===== config.mk =====
export PLATFORM = sky130hd
export DESIGN_NAME = phy_mdix_cable_irq_flags
export DESIGN_NICKNAME = d
export VERILOG_FILES = /design/src/phy_regs_pkg.sv /design/src/phy_mdix_cable_irq_flags.sv
export SDC_FILE = /design/constraint.sdc
export NUM_CORES = 1
export LEC_CHECK = 0
export BUFFER_PORTS_ARGS = -buffer_cell sky130_fd_sc_hd__buf_2
export CAP_MARGIN = 25
export CORE_MARGIN = 1.5
export CORE_UTILIZATION = 40
export DETAILED_ROUTE_END_ITERATION = 7
export PLACE_DENSITY = 0.66
export SLEW_MARGIN = 15
export SYNTH_ARGS = -nofsm -noshare
export SYNTH_HDL_FRONTEND = slang
export SYNTH_SLANG_ARGS = --single-unit

===== constraint.sdc =====
create_clock -name mclk -period 3 [get_ports mclk]
set_clock_uncertainty 0.2 [all_clocks]
set_input_delay 0.6 -clock mclk [delete_from_list [all_inputs] [get_ports mclk]]
set_output_delay 0.6 -clock mclk [all_outputs]
set_load 0.02 [all_outputs]

===== src/phy_regs_pkg.sv =====
// constants for the per-port phy management register block
package phy_regs_pkg;

  // ----------------------------------------------------------------------
  // register word indices (byte address is four times the index)
  // ----------------------------------------------------------------------
  localparam logic [4:0] idx_special_mode   = 5'h1b; // crossover/fault ctl
  localparam logic [4:0] idx_cable_length   = 5'h1c; // cable length
  localparam logic [4:0] idx_int_flags      = 5'h1d; // interrupt flags
  localparam logic [4:0] idx_int_mask       = 5'h1e; // interrupt mask
  localparam logic [4:0] idx_soft_device_reset_control_reg = 5'h1a; // soft reset control

  // ----------------------------------------------------------------------
  // field positions
  // ----------------------------------------------------------------------
  localparam int pos_override     = 15; // crossover override bit
  localparam int pos_auto_enable  = 14; // crossover auto enable bit
  localparam int pos_manual_state = 13; // crossover manual state bit
  localparam int pos_sqe_off      = 11; // heartbeat disable bit
  localparam int pos_fault_enable = 5;  // far end fault enable bit
  localparam int pos_polarity     = 4;  // reversed polarity status bit
  localparam int pos_cable_hi     = 15; // cable estimate top bit
  localparam int pos_cable_lo     = 12; // cable estimate low bit
  localparam int pos_dev_reset    = 0;  // device phy reset strobe bit
  localparam int pos_soft_reset   = 1;  // phy soft reset hold bit

  // ----------------------------------------------------------------------
  // reset values and masks
  // ----------------------------------------------------------------------
  localparam logic [3:0]  cable_reset_val  = 4'h0;
  localparam logic [11:0] cable_low_val    = 12'h800;
  localparam logic [15:0] flag_mask_bits   = 16'h03fe; // bits 9..1
  localparam logic [15:0] flags_reset_val  = 16'h0000;
  localparam logic [15:0] mask_reset_val   = 16'h0000;

  // ----------------------------------------------------------------------
  // crossover modes
  // ----------------------------------------------------------------------
  typedef enum logic [2:0] {
    xover_none   = 3'b001,
    xover_cross  = 3'b010,
    xover_auto   = 3'b100
  } xover_mode_t;

endpackage


===== src/phy_mdix_cable_irq_flags.sv =====
// phy status, crossover, cable length and interrupt flag registers
//
// The Avalon-MM interface to the registers was decided locally.
`timescale 1ns/10ps

// Summary of operation
// - polarity status bit 4, reversed reads one
// - device phy reset restores sticky bit defaults
// - soft reset bit set keeps sticky values
// - fault enable defaults one in fiber mode
// - override bit 15 picks register or straps
// - enable/state bits pick crossover mode
// - auto strap wins, else manual strap
// - cable estimate bits 15:12, reset zero
// - estimate valid only on 100 copper links
// - flags read-only, latch on enabled event
// - reading flags register clears all but same-cycle events
// - mask register enables each flag source
// - mask one enables, resets to zero
// - bit 9 latches on link up
// - bit 8 latches on wake event
// - bit 7 latches on energy detected
// - bit 6 latches on negotiation done
// - bit 5 latches on remote fault
// - bit 4 latches on link down
// - bit 3 latches on partner acknowledge
// - bit 2 parallel fault, bit 1 page
module phy_mdix_cable_irq_flags
  import phy_regs_pkg::*;
(
  // clock and reset
  input  wire logic        mclk,
  input  wire logic        rst,
  // avalon-mm slave
  input  wire logic [6:0]  avs_address,
  input  wire logic        avs_read,
  input  wire logic        avs_write,
  input  wire logic [31:0] avs_writedata,
  input  wire logic [3:0]  avs_byteenable,
  output logic [31:0]      avs_readdata,
  output logic             avs_waitrequest,
  output logic [1:0]       avs_response,
  // phy status inputs
  input  wire logic        polarity_reversed,
  input  wire logic        fiber_mode,
  input  wire logic        auto_mdix_strap,
  input  wire logic        manual_mdix_strap,
  input  wire logic [3:0]  cable_length_in,
  input  wire logic        link_100_copper,
  input  wire logic        cable_fault,
  // interrupt events
  input  wire logic        link_status,
  input  wire logic        wake_event,
  input  wire logic        energy_detected,
  input  wire logic        negotiation_done,
  input  wire logic        remote_fault,
  input  wire logic        partner_ack,
  input  wire logic        parallel_detect_fault,
  input  wire logic        page_received,
  // outputs to the phy core
  output logic             crossover_auto,
  output logic             crossover_swap,
  output logic             far_end_fault_enable,
  output logic             sqe_test_off,
  output logic             phy_irq
);

  // ----------------------------------------------------------------------
  // storage
  // ----------------------------------------------------------------------
  logic        crossover_override;     // register control of crossover
  logic        crossover_auto_enable;  // auto crossover enable
  logic        crossover_manual_state; // manual crossover state
  logic        sqe_off_reg;            // heartbeat disable
  logic        fault_en_reg;           // far end fault enable
  logic        fault_en_init_reg;      // fault default taken after reset
  logic        phy_soft_reset_bit;     // keeps sticky bits over phy reset
  logic        polarity_reversed_flag; // sampled polarity state
  logic [3:0]  cable_length_estimate;  // cable length estimate
  logic [11:0] cable_low_reg;          // reserved low cable bits
  logic [15:0] flags_reg;              // interrupt source flags
  logic [15:0] interrupt_enable_mask_reg;
  logic        link_prev_reg;          // previous link status
  logic        energy_prev_reg;        // previous energy detect
  logic [15:0] events;                 // raw events this cycle
  logic        ack_reg;                // answer phase of access
  xover_mode_t xover_mode;             // decoded crossover mode

  // ----------------------------------------------------------------------
  // bus decode
  // ----------------------------------------------------------------------
  logic [4:0]  word_idx;   // word index of access
  logic        aligned;    // byte address is word aligned
  logic        take_wr;    // write takes effect this edge
  logic        take_rd;    // read completes this edge
  logic        wr_lo;      // low byte lane enabled
  logic        wr_hi;      // high byte lane enabled
  logic        dev_reset;  // device phy reset strobe
  logic        sticky_rst; // sticky bits return to defaults

  assign word_idx = avs_address[6:2];
  assign aligned  = (avs_address[1:0] == 2'h0);
  assign take_wr  = avs_write & ack_reg;
  assign take_rd  = avs_read & ack_reg;
  assign wr_lo    = avs_byteenable[0];
  assign wr_hi    = avs_byteenable[1];
  assign dev_reset = take_wr && aligned && word_idx == idx_soft_device_reset_control_reg
                     && wr_lo && avs_writedata[pos_dev_reset];
  // sticky bits drop back only when the soft reset hold bit is clear
  assign sticky_rst = dev_reset && !phy_soft_reset_bit;

  // one wait cycle, then answer; request must be held meanwhile
  // waitrequest kept in its own flop so the pin is glitch free
  always_ff @(posedge mclk or posedge rst) begin
    if (rst) begin
      ack_reg         <= 1'b0;
      avs_waitrequest <= 1'b1;
    end else if ((avs_read || avs_write) && !ack_reg) begin
      ack_reg         <= 1'b1;
      avs_waitrequest <= 1'b0;
    end else begin
      ack_reg         <= 1'b0;
      avs_waitrequest <= 1'b1;
    end
  end

  assign avs_response    = 2'h0;

  // ----------------------------------------------------------------------
  // read data
  // ----------------------------------------------------------------------
  logic [15:0] rd_word; // selected register contents

  // address decode; unmapped words read zero
  always_comb begin
    rd_word = 16'h0000;
    if (!aligned) begin
      rd_word = 16'h0000;
    end else if (word_idx == idx_special_mode) begin
      rd_word[pos_override]     = crossover_override;
      rd_word[pos_auto_enable]  = crossover_auto_enable;
      rd_word[pos_manual_state] = crossover_manual_state;
      rd_word[pos_sqe_off]      = sqe_off_reg;
      rd_word[pos_fault_enable] = fault_en_reg;
      rd_word[pos_polarity]     = polarity_reversed_flag;
    end else if (word_idx == idx_cable_length) begin
      rd_word = {cable_length_estimate, cable_low_reg};
    end else if (word_idx == idx_int_flags) begin
      rd_word = flags_reg;
    end else if (word_idx == idx_int_mask) begin
      rd_word = interrupt_enable_mask_reg;
    end else if (word_idx == idx_soft_device_reset_control_reg) begin
      rd_word[pos_soft_reset] = phy_soft_reset_bit;
    end
  end

  // readdata registered; valid at the edge waitrequest is low
  always_ff @(posedge mclk or posedge rst) begin
    if (rst) begin
      avs_readdata <= 32'h0000_0000;
    end else if (avs_read && !ack_reg) begin
      avs_readdata <= {16'h0000, rd_word};
    end
  end

  // ----------------------------------------------------------------------
  // crossover and heartbeat control, sticky over soft reset
  // ----------------------------------------------------------------------
  always_ff @(posedge mclk or posedge rst) begin
    if (rst) begin
      crossover_override     <= 1'b0;
      crossover_auto_enable  <= 1'b0;
      crossover_manual_state <= 1'b0;
      sqe_off_reg            <= 1'b0;
    end else if (sticky_rst) begin
      crossover_override     <= 1'b0;
      crossover_auto_enable  <= 1'b0;
      crossover_manual_state <= 1'b0;
      sqe_off_reg            <= 1'b0;
    end else if (take_wr && aligned && word_idx == idx_special_mode) begin
      if (wr_hi) begin
        crossover_override     <= avs_writedata[pos_override];
        crossover_auto_enable  <= avs_writedata[pos_auto_enable];
        crossover_manual_state <= avs_writedata[pos_manual_state];
        sqe_off_reg            <= avs_writedata[pos_sqe_off];
      end
    end
  end

  // fault enable loads fiber mode after reset and on every device reset
  always_ff @(posedge mclk or posedge rst) begin
    if (rst) begin
      fault_en_reg      <= 1'b0;
      fault_en_init_reg <= 1'b0;
    end else if (!fault_en_init_reg || dev_reset) begin
      fault_en_reg      <= fiber_mode;
      fault_en_init_reg <= 1'b1;
    end else if (take_wr && aligned && word_idx == idx_special_mode
                 && wr_lo) begin
      fault_en_reg <= avs_writedata[pos_fault_enable];
    end
  end

  // soft reset hold bit, software owned
  always_ff @(posedge mclk or posedge rst) begin
    if (rst) begin
      phy_soft_reset_bit <= 1'b0;
    end else if (take_wr && aligned && word_idx == idx_soft_device_reset_control_reg
                 && wr_lo) begin
      phy_soft_reset_bit <= avs_writedata[pos_soft_reset];
    end
  end

  // crossover mode decode; reserved 11 treated as auto
  always_comb begin
    if (crossover_override) begin
      if (crossover_auto_enable) begin
        xover_mode = xover_auto;
      end else if (crossover_manual_state) begin
        xover_mode = xover_cross;
      end else begin
        xover_mode = xover_none;
      end
    end else if (auto_mdix_strap) begin
      xover_mode = xover_auto;
    end else if (manual_mdix_strap) begin
      xover_mode = xover_cross;
    end else begin
      xover_mode = xover_none;
    end
  end

  // control outputs straight from flip-flops
  always_ff @(posedge mclk or posedge rst) begin
    if (rst) begin
      crossover_auto       <= 1'b0;
      crossover_swap       <= 1'b0;
      far_end_fault_enable <= 1'b0;
      sqe_test_off         <= 1'b0;
    end else begin
      crossover_auto       <= (xover_mode == xover_auto);
      crossover_swap       <= (xover_mode == xover_cross);
      far_end_fault_enable <= fault_en_reg;
      sqe_test_off         <= sqe_off_reg;
    end
  end

  // ----------------------------------------------------------------------
  // status: polarity and cable length
  // ----------------------------------------------------------------------
  always_ff @(posedge mclk or posedge rst) begin
    if (rst) begin
      polarity_reversed_flag <= 1'b0;
      cable_length_estimate  <= cable_reset_val;
    end else begin
      polarity_reversed_flag <= polarity_reversed;
      // estimate held unless on a clean 100 copper link
      if (link_100_copper && !cable_fault) begin
        cable_length_estimate <= cable_length_in;
      end
    end
  end

  // reserved low cable bits are plain storage
  always_ff @(posedge mclk or posedge rst) begin
    if (rst) begin
      cable_low_reg <= cable_low_val;
    end else if (take_wr && aligned && word_idx == idx_cable_length) begin
      if (wr_lo) begin
        cable_low_reg[7:0] <= avs_writedata[7:0];
      end
      if (wr_hi) begin
        cable_low_reg[11:8] <= avs_writedata[11:8];
      end
    end
  end

  // ----------------------------------------------------------------------
  // interrupt flags and mask
  // ----------------------------------------------------------------------
  always_ff @(posedge mclk or posedge rst) begin
    if (rst) begin
      link_prev_reg   <= 1'b0;
      energy_prev_reg <= 1'b0;
    end else begin
      link_prev_reg   <= link_status;
      energy_prev_reg <= energy_detected;
    end
  end

  // event vector in flag bit order
  always_comb begin
    events    = 16'h0000;
    events[9] = link_status & ~link_prev_reg;
    events[8] = wake_event;
    events[7] = energy_detected & ~energy_prev_reg;
    events[6] = negotiation_done;
    events[5] = remote_fault;
    events[4] = ~link_status & link_prev_reg;
    events[3] = partner_ack;
    events[2] = parallel_detect_fault;
    events[1] = page_received;
  end

  logic rd_flags; // flags register read completes
  assign rd_flags = take_rd && aligned && word_idx == idx_int_flags;

  // latch enabled events; clear on read, a new event wins
  always_ff @(posedge mclk or posedge rst) begin
    if (rst) begin
      flags_reg <= flags_reset_val;
    end else begin
      flags_reg <= ((rd_flags ? 16'h0000 : flags_reg)
                   | (events & interrupt_enable_mask_reg))
                   & flag_mask_bits;
    end
  end

  // mask register, one enables a source
  always_ff @(posedge mclk or posedge rst) begin
    if (rst) begin
      interrupt_enable_mask_reg <= mask_reset_val;
    end else if (take_wr && aligned && word_idx == idx_int_mask) begin
      if (wr_lo) begin
        interrupt_enable_mask_reg[7:0] <= avs_writedata[7:0]
                                          & flag_mask_bits[7:0];
      end
      if (wr_hi) begin
        interrupt_enable_mask_reg[15:8] <= avs_writedata[15:8]
                                           & flag_mask_bits[15:8];
      end
    end
  end

  // irq follows enabled flags one cycle later
  always_ff @(posedge mclk or posedge rst) begin
    if (rst) begin
      phy_irq <= 1'b0;
    end else begin
      phy_irq <= |(flags_reg & interrupt_enable_mask_reg);
    end
  end

  // ----------------------------------------------------------------------
  // assertions
  // ----------------------------------------------------------------------
  AST_POL_TRACK: assert property (@(posedge mclk) disable iff (rst)
    1'b1 ##1 polarity_reversed_flag == $past(polarity_reversed))
    else $error("polarity flag does not follow input");
  AST_STICKY_KEEP: assert property (@(posedge mclk) disable iff (rst)
    dev_reset && phy_soft_reset_bit
    |=> crossover_override == $past(crossover_override)
        && sqe_off_reg == $past(sqe_off_reg))
    else $error("sticky bit lost under soft reset hold");
  AST_STICKY_CLR: assert property (@(posedge mclk) disable iff (rst)
    sticky_rst |=> !crossover_override && !crossover_auto_enable)
    else $error("sticky bit not restored");
  AST_FAULT_DEF: assert property (@(posedge mclk) disable iff (rst)
    dev_reset |=> fault_en_reg == $past(fiber_mode))
    else $error("fault enable default wrong");
  AST_XOVER_REG: assert property (@(posedge mclk) disable iff (rst)
    crossover_override && !crossover_auto_enable && crossover_manual_state
    |=> crossover_swap && !crossover_auto)
    else $error("manual crossover not applied");
  AST_XOVER_STRAP: assert property (@(posedge mclk) disable iff (rst)
    !crossover_override && auto_mdix_strap |=> crossover_auto)
    else $error("auto strap ignored");
  AST_FLAG_LATCH: assert property (@(posedge mclk) disable iff (rst)
    wake_event && interrupt_enable_mask_reg[8] |=> flags_reg[8])
    else $error("enabled wake event not latched");
  AST_FLAG_MASKED: assert property (@(posedge mclk) disable iff (rst)
    !flags_reg[5] && !interrupt_enable_mask_reg[5] |=> !flags_reg[5])
    else $error("masked flag latched");
  AST_READ_CLR: assert property (@(posedge mclk) disable iff (rst)
    rd_flags && events == 16'h0000 |=> flags_reg == 16'h0000)
    else $error("flags not cleared by read");
  AST_IRQ: assert property (@(posedge mclk) disable iff (rst)
    |(flags_reg & interrupt_enable_mask_reg) |=> phy_irq)
    else $error("irq missing for enabled flag");

  COV_READ_CLR: cover property (@(posedge mclk) disable iff (rst)
    flags_reg != 16'h0000 ##1 rd_flags);
  COV_IRQ: cover property (@(posedge mclk) disable iff (rst)
    !phy_irq ##1 phy_irq);
  COV_STICKY: cover property (@(posedge mclk) disable iff (rst)
    dev_reset && phy_soft_reset_bit);
  COV_AUTO: cover property (@(posedge mclk) disable iff (rst)
    crossover_override && crossover_auto);

endmodule


==> results_tabular.tex, run 1 <==
\begin{tabular}{lr}
\hline
Metric & Value \\
\hline
\multicolumn{2}{l}{\textbf{Yosys}} \\
Fraction of registers with async set/reset & 100\% \\
Count of flip-flops with a built-in enable after synthesis & 0 \\
Synthesized area per cell & 12.2 um2 \\
Synth warnings & 0 \\
Number of instances in the synthesized netlist & 247 \\
Most used flip-flop cell after synthesis & dfrtp\_1 \\
Netlist Area Pre-Place & 3000 um2 \\
Sequential cell area fraction in the yosys report & approximately 56\% \\
Distinct cell type count of the synthesized netlist & 39 \\
Synthesis-stage register bit count & 67 \\
\multicolumn{2}{l}{\textbf{STA}} \\
Max transition margin & 50.1\% \\
Number of max-slew violations in the final report & 0 \\
Final critical-path share of the clock period & 66.3\% \\
Count of final hold-check violations & 0 \\
Final TNS setup & 0 ns \\
Setup Viol. Count Final & 0 \\
Slew at the pin closest to its max-slew limit & roughly 0.75 ns \\
Time the worst path needs with I/O delays and setup & $\sim$2 ns \\
Peak clock frequency supported by timing & 503 MHz \\
Setup repair after global routing missed its margin & false \\
\multicolumn{2}{l}{\textbf{Die}} \\
Floorplan die width & 89.7 um \\
Ports & between 100 and 150 \\
Placeable core region & 7250 um2 \\
Core Rows & 31 \\
Initial Util & around two fifths \\
Die area & 8040 um2 \\
Vertical die dimension & 89.7 um \\
\multicolumn{2}{l}{\textbf{Hold path}} \\
Worst min-delay path class & in2async \\
\multicolumn{2}{l}{\textbf{Pwr}} \\
Switching power & 0.000493 W \\
Internal power component & 0.00145 W \\
Highest ir drop seen on vdd & around 0.00025 V \\
Pwr dens & between 500 and 600 nW/um2 \\
Combinational cell fraction of total power & between 10\% and 20\% \\
Share of total power in the clock network & 38.2\% \\
Proportion of power drawn by flip-flops and latches & 51.6\% \\
Sw Share & 25.3\% \\
Leakage & 1.86 nW \\
\multicolumn{2}{l}{\textbf{Cells and area}} \\
Fraction of layout instances using a drive strength above 1 & between 30\% and 40\% \\
Final layout net count & 383 \\
Filler Cells Inserted & 660 \\
Largest register FFs & 16 \\
Sequential cell area & approximately 1700 um2 \\
Post-route insts no fill & 422 \\
Count of antenna diodes in the layout & 0 \\
Relative area change from synthesis to final layout & 19.2\% \\
Area taken by multi-input logic gates & 1190 um2 \\
\multicolumn{2}{l}{\textbf{GRT}} \\
Number of global-route vias before repair & 2059 \\
Routing layer with the top usage in global route & met2 \\
Total GRT Usage & 17.6\% \\
Met2 global-route usage & a little over a quarter \\
Global-route met1 utilization & 24.4\% \\
First-pass GRT wire length & 10300 um \\
Global-route congestion overflow total & 0 \\
Maximum number of pins on one net before global-route repair & 39 \\
Global-route track usage on met3 & 3.66\% \\
Number of antenna violations at the first check in global routing & 0 \\
\multicolumn{2}{l}{\textbf{Placed design}} \\
Final estimated routing congestion in global placement & approximately 0.77 \\
Count of input and output buffers & 67 \\
DPL Wire Length & about 4800 um \\
Placed cell count & 406 \\
\multicolumn{2}{l}{\textbf{Routing}} \\
Via count & 2160 \\
DRC violation total after the first TritonRoute iteration & 150 \\
Number of design rule violations left after detail routing & 0 \\
Final Routed Wirelength & 6600 um \\
Number of vias per cell after detailed routing & around 5.1 \\
Pre-Repair DR Iteration Count & 4 \\
Residual antenna-violating net count after detailed routing & 0 \\
Post-detailed-route wirelength per cell & between 15 and 20 um \\
\multicolumn{2}{l}{\textbf{Critical path}} \\
Kind of end point of the critical path & flip-flop \\
Critical Setup Path Class & in2reg \\
Critical path required time & approximately 3.0 ns \\
Category of the worst setup path launch point & input pin \\
Crit-path max FO & 8 \\
Endpoint arrival time on the critical path & 2.02 ns \\
\multicolumn{2}{l}{\textbf{CTS}} \\
Total CTS buffers & 9 \\
Worst-path clk slew & approximately 0.070 ns \\
TritonCTS clock tree & done \\
Post-CTS Setup Repair Bufs & 0 \\
Htree depth & 3 \\
Deepest clock path buffer count & 2 \\
Clk sink count & 67 \\
Cell at the root of the clock tree & clkbuf\_8 \\
Clock network latency to the later pin of the worst-skew pair & 0.34 ns \\
Hold buffer count at CTS & 0 \\
Gates resized, CTS repair & 0 \\
\multicolumn{2}{l}{\textbf{Flow run}} \\
Max cap viols & 0 \\
\multicolumn{2}{l}{\textbf{Outcome}} \\
Run status & finished, final reports clean \\
\hline
\end{tabular}
## final timing paths
check	slack, ns	endpoint	startpoint	depth (start not counted)
hold reg to reg	0.20	far_end_fault_enable	fault_en_reg	0
hold / removal	0.14	cable_low_reg[10]	rst	2
setup reg to reg	1.01	cable_low_reg[2]	ack_reg	3
min in group mclk	0.17	polarity_reversed_flag	polarity_reversed	1
max in group asynchronous	1.84	interrupt_enable_mask_reg[9]	rst	3
setup / recovery	1.01	cable_low_reg[2]	avs_address[0]	4
## power groups by stage
stage          Clock (W)  Combinational (W)  Sequential (W)
6_report        0.000743           0.000199         0.00100
3_3_place_gp           0           0.000196         0.00102
3_5_place_dp           0           0.000202         0.00102
5_1_grt         0.000793           0.000222         0.00101
2_1_floorplan          0           0.000140         0.00102
4_1_cts         0.000753           0.000203         0.00100
## layout by cell type (no fill, tap or decap), drive strengths merged, types with 2 or more instances in the layout
cell,count
nand4,2
a32oi,3
nand2b,7
and4b,2
conb,19
dfrtp,65
mux2,29
clkinv,3
a22oi,7
nor3,6
inv,6
clkbuf,11
and3b,2
a211oi,2
a22o,12
buf,70
mux2i,6
nand2,19
o31ai,7
dfstp,2
nor2b,2
nand3,7
nor2,13
a32o,3
o21ai,5
## cell usage after synthesis, types with 5 or more instances
cell       n  area share, %
nand2_1   19            2.4
nor2_1    13            1.6
nor3_1     5           0.83
o31ai_1    7            1.7
dfrtp_1   65             54
o21ai_0    5           0.83
clkbuf_1   5           0.62
a22o_1    12            3.5
nand3_1    5           0.83
inv_1      6           0.75
mux2_2    28             10
mux2i_1    6            2.0
nand2b_1   7            1.5
buf_4     19            4.7
a22oi_1    7            1.7
## layout make-up
type	count	share of cell area, %
sequential	67	46.9
multi-input combinational	164	33.2
clock buffer	11	3.95
clock inverter	5	1.47
inverter	6	0.629
timing repair buffer	70	10.3
tap	99	3.46
## cells by family after synthesis
group | synth area share (%)
DFF | 55.9
AOI/OAI and AO/OA | 11.4
and+or+nand+nor | 13.0
muxes | 12.9
other | 0.250
buffers and inverters | 6.62
## critical path: stages
cell      delay [ns]
buf_2           0.13
and4bb_1        0.44
nand3_1         0.43
mux2_2          0.42
## metal layers
metal | part of all wire (%) | routed length (um)
met4 | 2.5 | 167
met2 | 46 | 3030
met1 | 46 | 3000
met5 | 0 | 0
met3 | 6.0 | 399
## per-stage QoR
stage | hold WS (ns) | total power [W] | worst slack (ns) | utilization [%] | area, um2
2_1_floorplan | 0.165 | 0.00116 | 0.520 | - | 3070
3_3_place_gp | 0.187 | 0.00121 | 0.669 | 46.7 | 3390
3_5_place_dp | 0.188 | 0.00122 | 0.666 | 46.7 | 3390
4_1_cts | 0.161 | 0.00196 | 1.02 | 49.4 | 3580
5_1_grt | 0.163 | 0.00203 | 0.901 | 49.4 | 3580
6_report | 0.143 | 0.00195 | 1.01 | 49.4 | 3580
Note: power is estimated with default switching activity, not from simulation.
==> run 2, diff against run 1 <==
- ABC_AREA: unset -> 1
- PLACE_DENSITY: 0.66 -> 0.68
- clock period: 3 -> 1.8 ns (I/O delays scaled with it)
==> results_tabular.tex, run 2 <==
\begin{tabular}{lr}
\hline
Metric & Value \\
\hline
\multicolumn{2}{l}{\textbf{Outcome}} \\
Run status & finished, final reports clean \\
\multicolumn{2}{l}{\textbf{GRT}} \\
Maximum number of pins on one net before global-route repair & 27 (-31\%) \\
Total GRT Usage & 17.3\% (-0.31 points) \\
Number of global-route vias before repair & 2539 (+23\%) \\
Number of antenna violations at the first check in global routing & 0 (unchanged) \\
Global-route congestion overflow total & 0 (unchanged) \\
First-pass GRT wire length & 11600 um (+12\%) \\
\multicolumn{2}{l}{\textbf{Cells and area}} \\
Final layout net count & 534 (+39\%) \\
Largest register FFs & 16 (unchanged) \\
Relative area change from synthesis to final layout & 20.5\% \\
Fraction of layout instances using a drive strength above 1 & 27.6\% (-10 points) \\
Post-route insts no fill & 576 (+36\%) \\
Count of antenna diodes in the layout & 0 (unchanged) \\
Most common cell after layout, fill and taps aside & nand2\_1 \\
Most used cells in the layout excluding fill and tap cells & 147 x nand2\_1, 66 x buf\_2, 65 x dfrtp\_1 \\
\multicolumn{2}{l}{\textbf{Placed design}} \\
Count of input and output buffers & 67 (unchanged) \\
Final estimated routing congestion in global placement & 0.828 (+7.5\%) \\
Setup slack at placement & 0.108 ns (-0.558 ns) \\
DPL Wire Length & 5220 um (+9.2\%) \\
Placed cell count & 555 (+37\%) \\
\multicolumn{2}{l}{\textbf{CTS}} \\
Total CTS buffers & 9 (unchanged) \\
Worst-path clk slew & 0.07 ns (about the same) \\
Clock network latency to the later pin of the worst-skew pair & 0.34 ns (about the same) \\
Clk sink count & 67 (unchanged) \\
TritonCTS clock tree & done \\
Htree depth & 3 (unchanged) \\
Cell at the root of the clock tree & clkbuf\_8 \\
Deepest clock path buffer count & 2 (unchanged) \\
\multicolumn{2}{l}{\textbf{Critical path}} \\
Cell with the largest stage delay on the worst path & dfrtp\_1 \\
Category of the worst setup path launch point & flip-flop \\
Kind of end point of the critical path & flip-flop \\
Crit-path max FO & 8 (unchanged) \\
Endpoint arrival time on the critical path & 1.61 ns (-0.41 ns) \\
Critical Path Most Common Cell & nand2\_1 \\
Critical path required time & 1.84 ns (-1.19 ns) \\
Critical Setup Path Class & reg2reg \\
List of cells traversed by the critical path & nand2\_1 -> inv\_2 -> nand2\_4 -> nor2\_8 -> nand4\_1 -> nand2\_1 -> inv\_1 \\
Delay-heaviest family, CP & simple AND/OR/NAND/NOR gates \\
Largest stage delay, worst path & 0.43 ns (about the same) \\
Buffers \& Inverters on Critical Path & 2 (+1) \\
\multicolumn{2}{l}{\textbf{Routing}} \\
Via count & 2609 (+21\%) \\
Number of vias per cell after detailed routing & 4.53 (-12\%) \\
Post-detailed-route wirelength per cell & 12.0 um (-23\%) \\
Residual antenna-violating net count after detailed routing & 0 (unchanged) \\
Final Routed Wirelength & 6910 um (+4.6\%) \\
Pre-Repair DR Iteration Count & 4 (unchanged) \\
DRC violation total after the first TritonRoute iteration & 90 (-40\%) \\
Number of design rule violations left after detail routing & 0 (unchanged) \\
\multicolumn{2}{l}{\textbf{STA}} \\
Setup Viol. Count Final & 0 (unchanged) \\
Final critical-path share of the clock period & 87.2\% \\
Max transition margin & 65.5\% (+15 points) \\
Setup repair after global routing missed its margin & false \\
Peak clock frequency supported by timing & 637 MHz \\
Number of max-slew violations in the final report & 0 (unchanged) \\
Count of final hold-check violations & 0 (unchanged) \\
Final TNS setup & 0 ns (unchanged) \\
Slew at the pin closest to its max-slew limit & 0.516 ns (-0.232 ns) \\
PnR worst setup slack & 0.230 ns (-0.782 ns) \\
Time the worst path needs with I/O delays and setup & roughly 1.6 ns \\
\multicolumn{2}{l}{\textbf{Die}} \\
Core Rows & 32 (+3.2\%) \\
Floorplan die width & 93.0 um (+3.7\%) \\
Die area & 8650 um2 (+7.6\%) \\
Ports & 105 (unchanged) \\
Vertical die dimension & 93.0 um (+3.7\%) \\
Initial Util & 41.7\% (+0.29 points) \\
Placeable core region & 7770 um2 (+7.1\%) \\
\multicolumn{2}{l}{\textbf{Yosys}} \\
Distinct cell type count of the synthesized netlist & 33 (-15\%) \\
Synth warnings & 0 (unchanged) \\
Top post-synthesis cells by area & dfrtp\_1 50\%, nand2\_1 17\%, buf\_4 4.4\% \\
Area share of xor/xnor cells in the synthesized design & 0\% (unchanged) \\
Count of flip-flops with a built-in enable after synthesis & 0 (unchanged) \\
Sequential cell area fraction in the yosys report & 51.8\% (-4.1 points) \\
Netlist Area Pre-Place & 3240 um2 (+7.8\%) \\
Library cell occupying the most area in the post-synthesis netlist & dfrtp\_1 \\
Multiplexer share of the synthesized area & 1.04\% (-12 points) \\
Number of instances in the synthesized netlist & 383 (+55\%) \\
Synth top area share & 50.2\% (-3.9 points) \\
Synthesized area per cell & 8.46 um2 (-30\%) \\
Top cells by instance count after synthesis & 147 x nand2\_1, 65 x dfrtp\_1, 34 x inv\_1 \\
Fraction of the mapped netlist area in compound gates & 7.26\% (-4.2 points) \\
Adder-Cell Fraction of Synth Area & 0\% (unchanged) \\
Simple-gate share of the synthesized area & 29.6\% (+17 points) \\
Fraction of registers with async set/reset & 100\% (unchanged) \\
Dominant combinational cell family by area after synthesis & simple AND/OR/NAND/NOR gates \\
Most used flip-flop cell after synthesis & dfrtp\_1 \\
Synthesis-stage register bit count & 67 (unchanged) \\
Most common cell in the netlist & nand2\_1 \\
\multicolumn{2}{l}{\textbf{Pwr}} \\
Leakage & 2.26 nW (+22\%) \\
Pwr dens & 787 nW/um2 (+45\%) \\
Highest ir drop seen on vdd & 0.000299 V (+18\%) \\
\multicolumn{2}{l}{\textbf{Hold path}} \\
Worst min-delay path class & in2reg \\
\multicolumn{2}{l}{\textbf{Flow run}} \\
Max cap viols & 0 (unchanged) \\
\hline
\end{tabular}
==> run 2: per-layer routing <==
layer	part of all wire [%]	GRT usage [%]	up-vias
met2	47	27.0	76
li1	-	-	1327
met3	5.2	4.07	14
met1	46	22.7	1192
met4	2.2	7.83	0
met5	0	0	-
==> run 2: cell type report <==
| cell class | instances | area (um2) |
|---|---|---|
| repair buffers | 81 | 483 |
| clock inverters | 5 | 30.0 |
| well taps | 102 | 128 |
| flip-flops and latches | 67 | 1680 |
| multi-input cells | 270 | 1300 |
| clock buffers | 11 | 131 |
| inverters | 40 | 154 |
| fillers | 750 | 3860 |
==> run 2: metrics by stage <==
stage                     cell area (um2)  utilization (%)  hold WS [ns]  power, W
after floorplan                      3310                -         0.174   0.00193
final                                3910             50.3        0.0229   0.00307
after CTS                            3900             50.2       0.00664   0.00311
after detailed placement             3690             47.5         0.205   0.00204
after global placement               3690             47.5         0.192   0.00203
after global routing                 3910             50.3        0.0161   0.00323
==> run 2: repair_timing <==
item                                    in CTS  in global routing
hold endpoints to repair                    21                  0
resized for setup                            0                  1
setup buffers                                0                  1
endpoints found under the setup margin       0                  6
hold buffers                                 5                  0
==> run 2: cell families after synthesis <==
group / Yosys count
simple gates: 214
buf+inv: 63
mux: 3
flops: 67
other cells: 2
compound gates: 34
==> run 2: path summary, 6_finish.rpt <==
check	cells past startpoint	slack, ns	endpoint	start
setup / recovery	7	0.23	crossover_manual_state	ack_reg
hold / removal	2	0.02	crossover_swap	auto_mdix_strap
setup reg to reg	7	0.23	crossover_manual_state	ack_reg
hold reg to reg	0	0.22	far_end_fault_enable	fault_en_reg
max in group asynchronous	4	0.51	interrupt_enable_mask_reg[1]	rst
min in group asynchronous	3	0.40	sqe_off_reg	rst
==> run 2: report_power, final <==
group	internal (W)	switching, W
sequential	0.00160	0.0000622
combinational	0.000130	0.000223
clock	0.000493	0.000562
total	0.00222	0.000847
==> run 2: worst register-to-register path: stages, from the launching register on <==
cell and delay (ns):
dfrtp_1 0.43, nand2_1 0.09, inv_2 0.09, nand2_4 0.08, nor2_8 0.21, nand4_1 0.23, nand2_1 0.11, inv_1 0.04
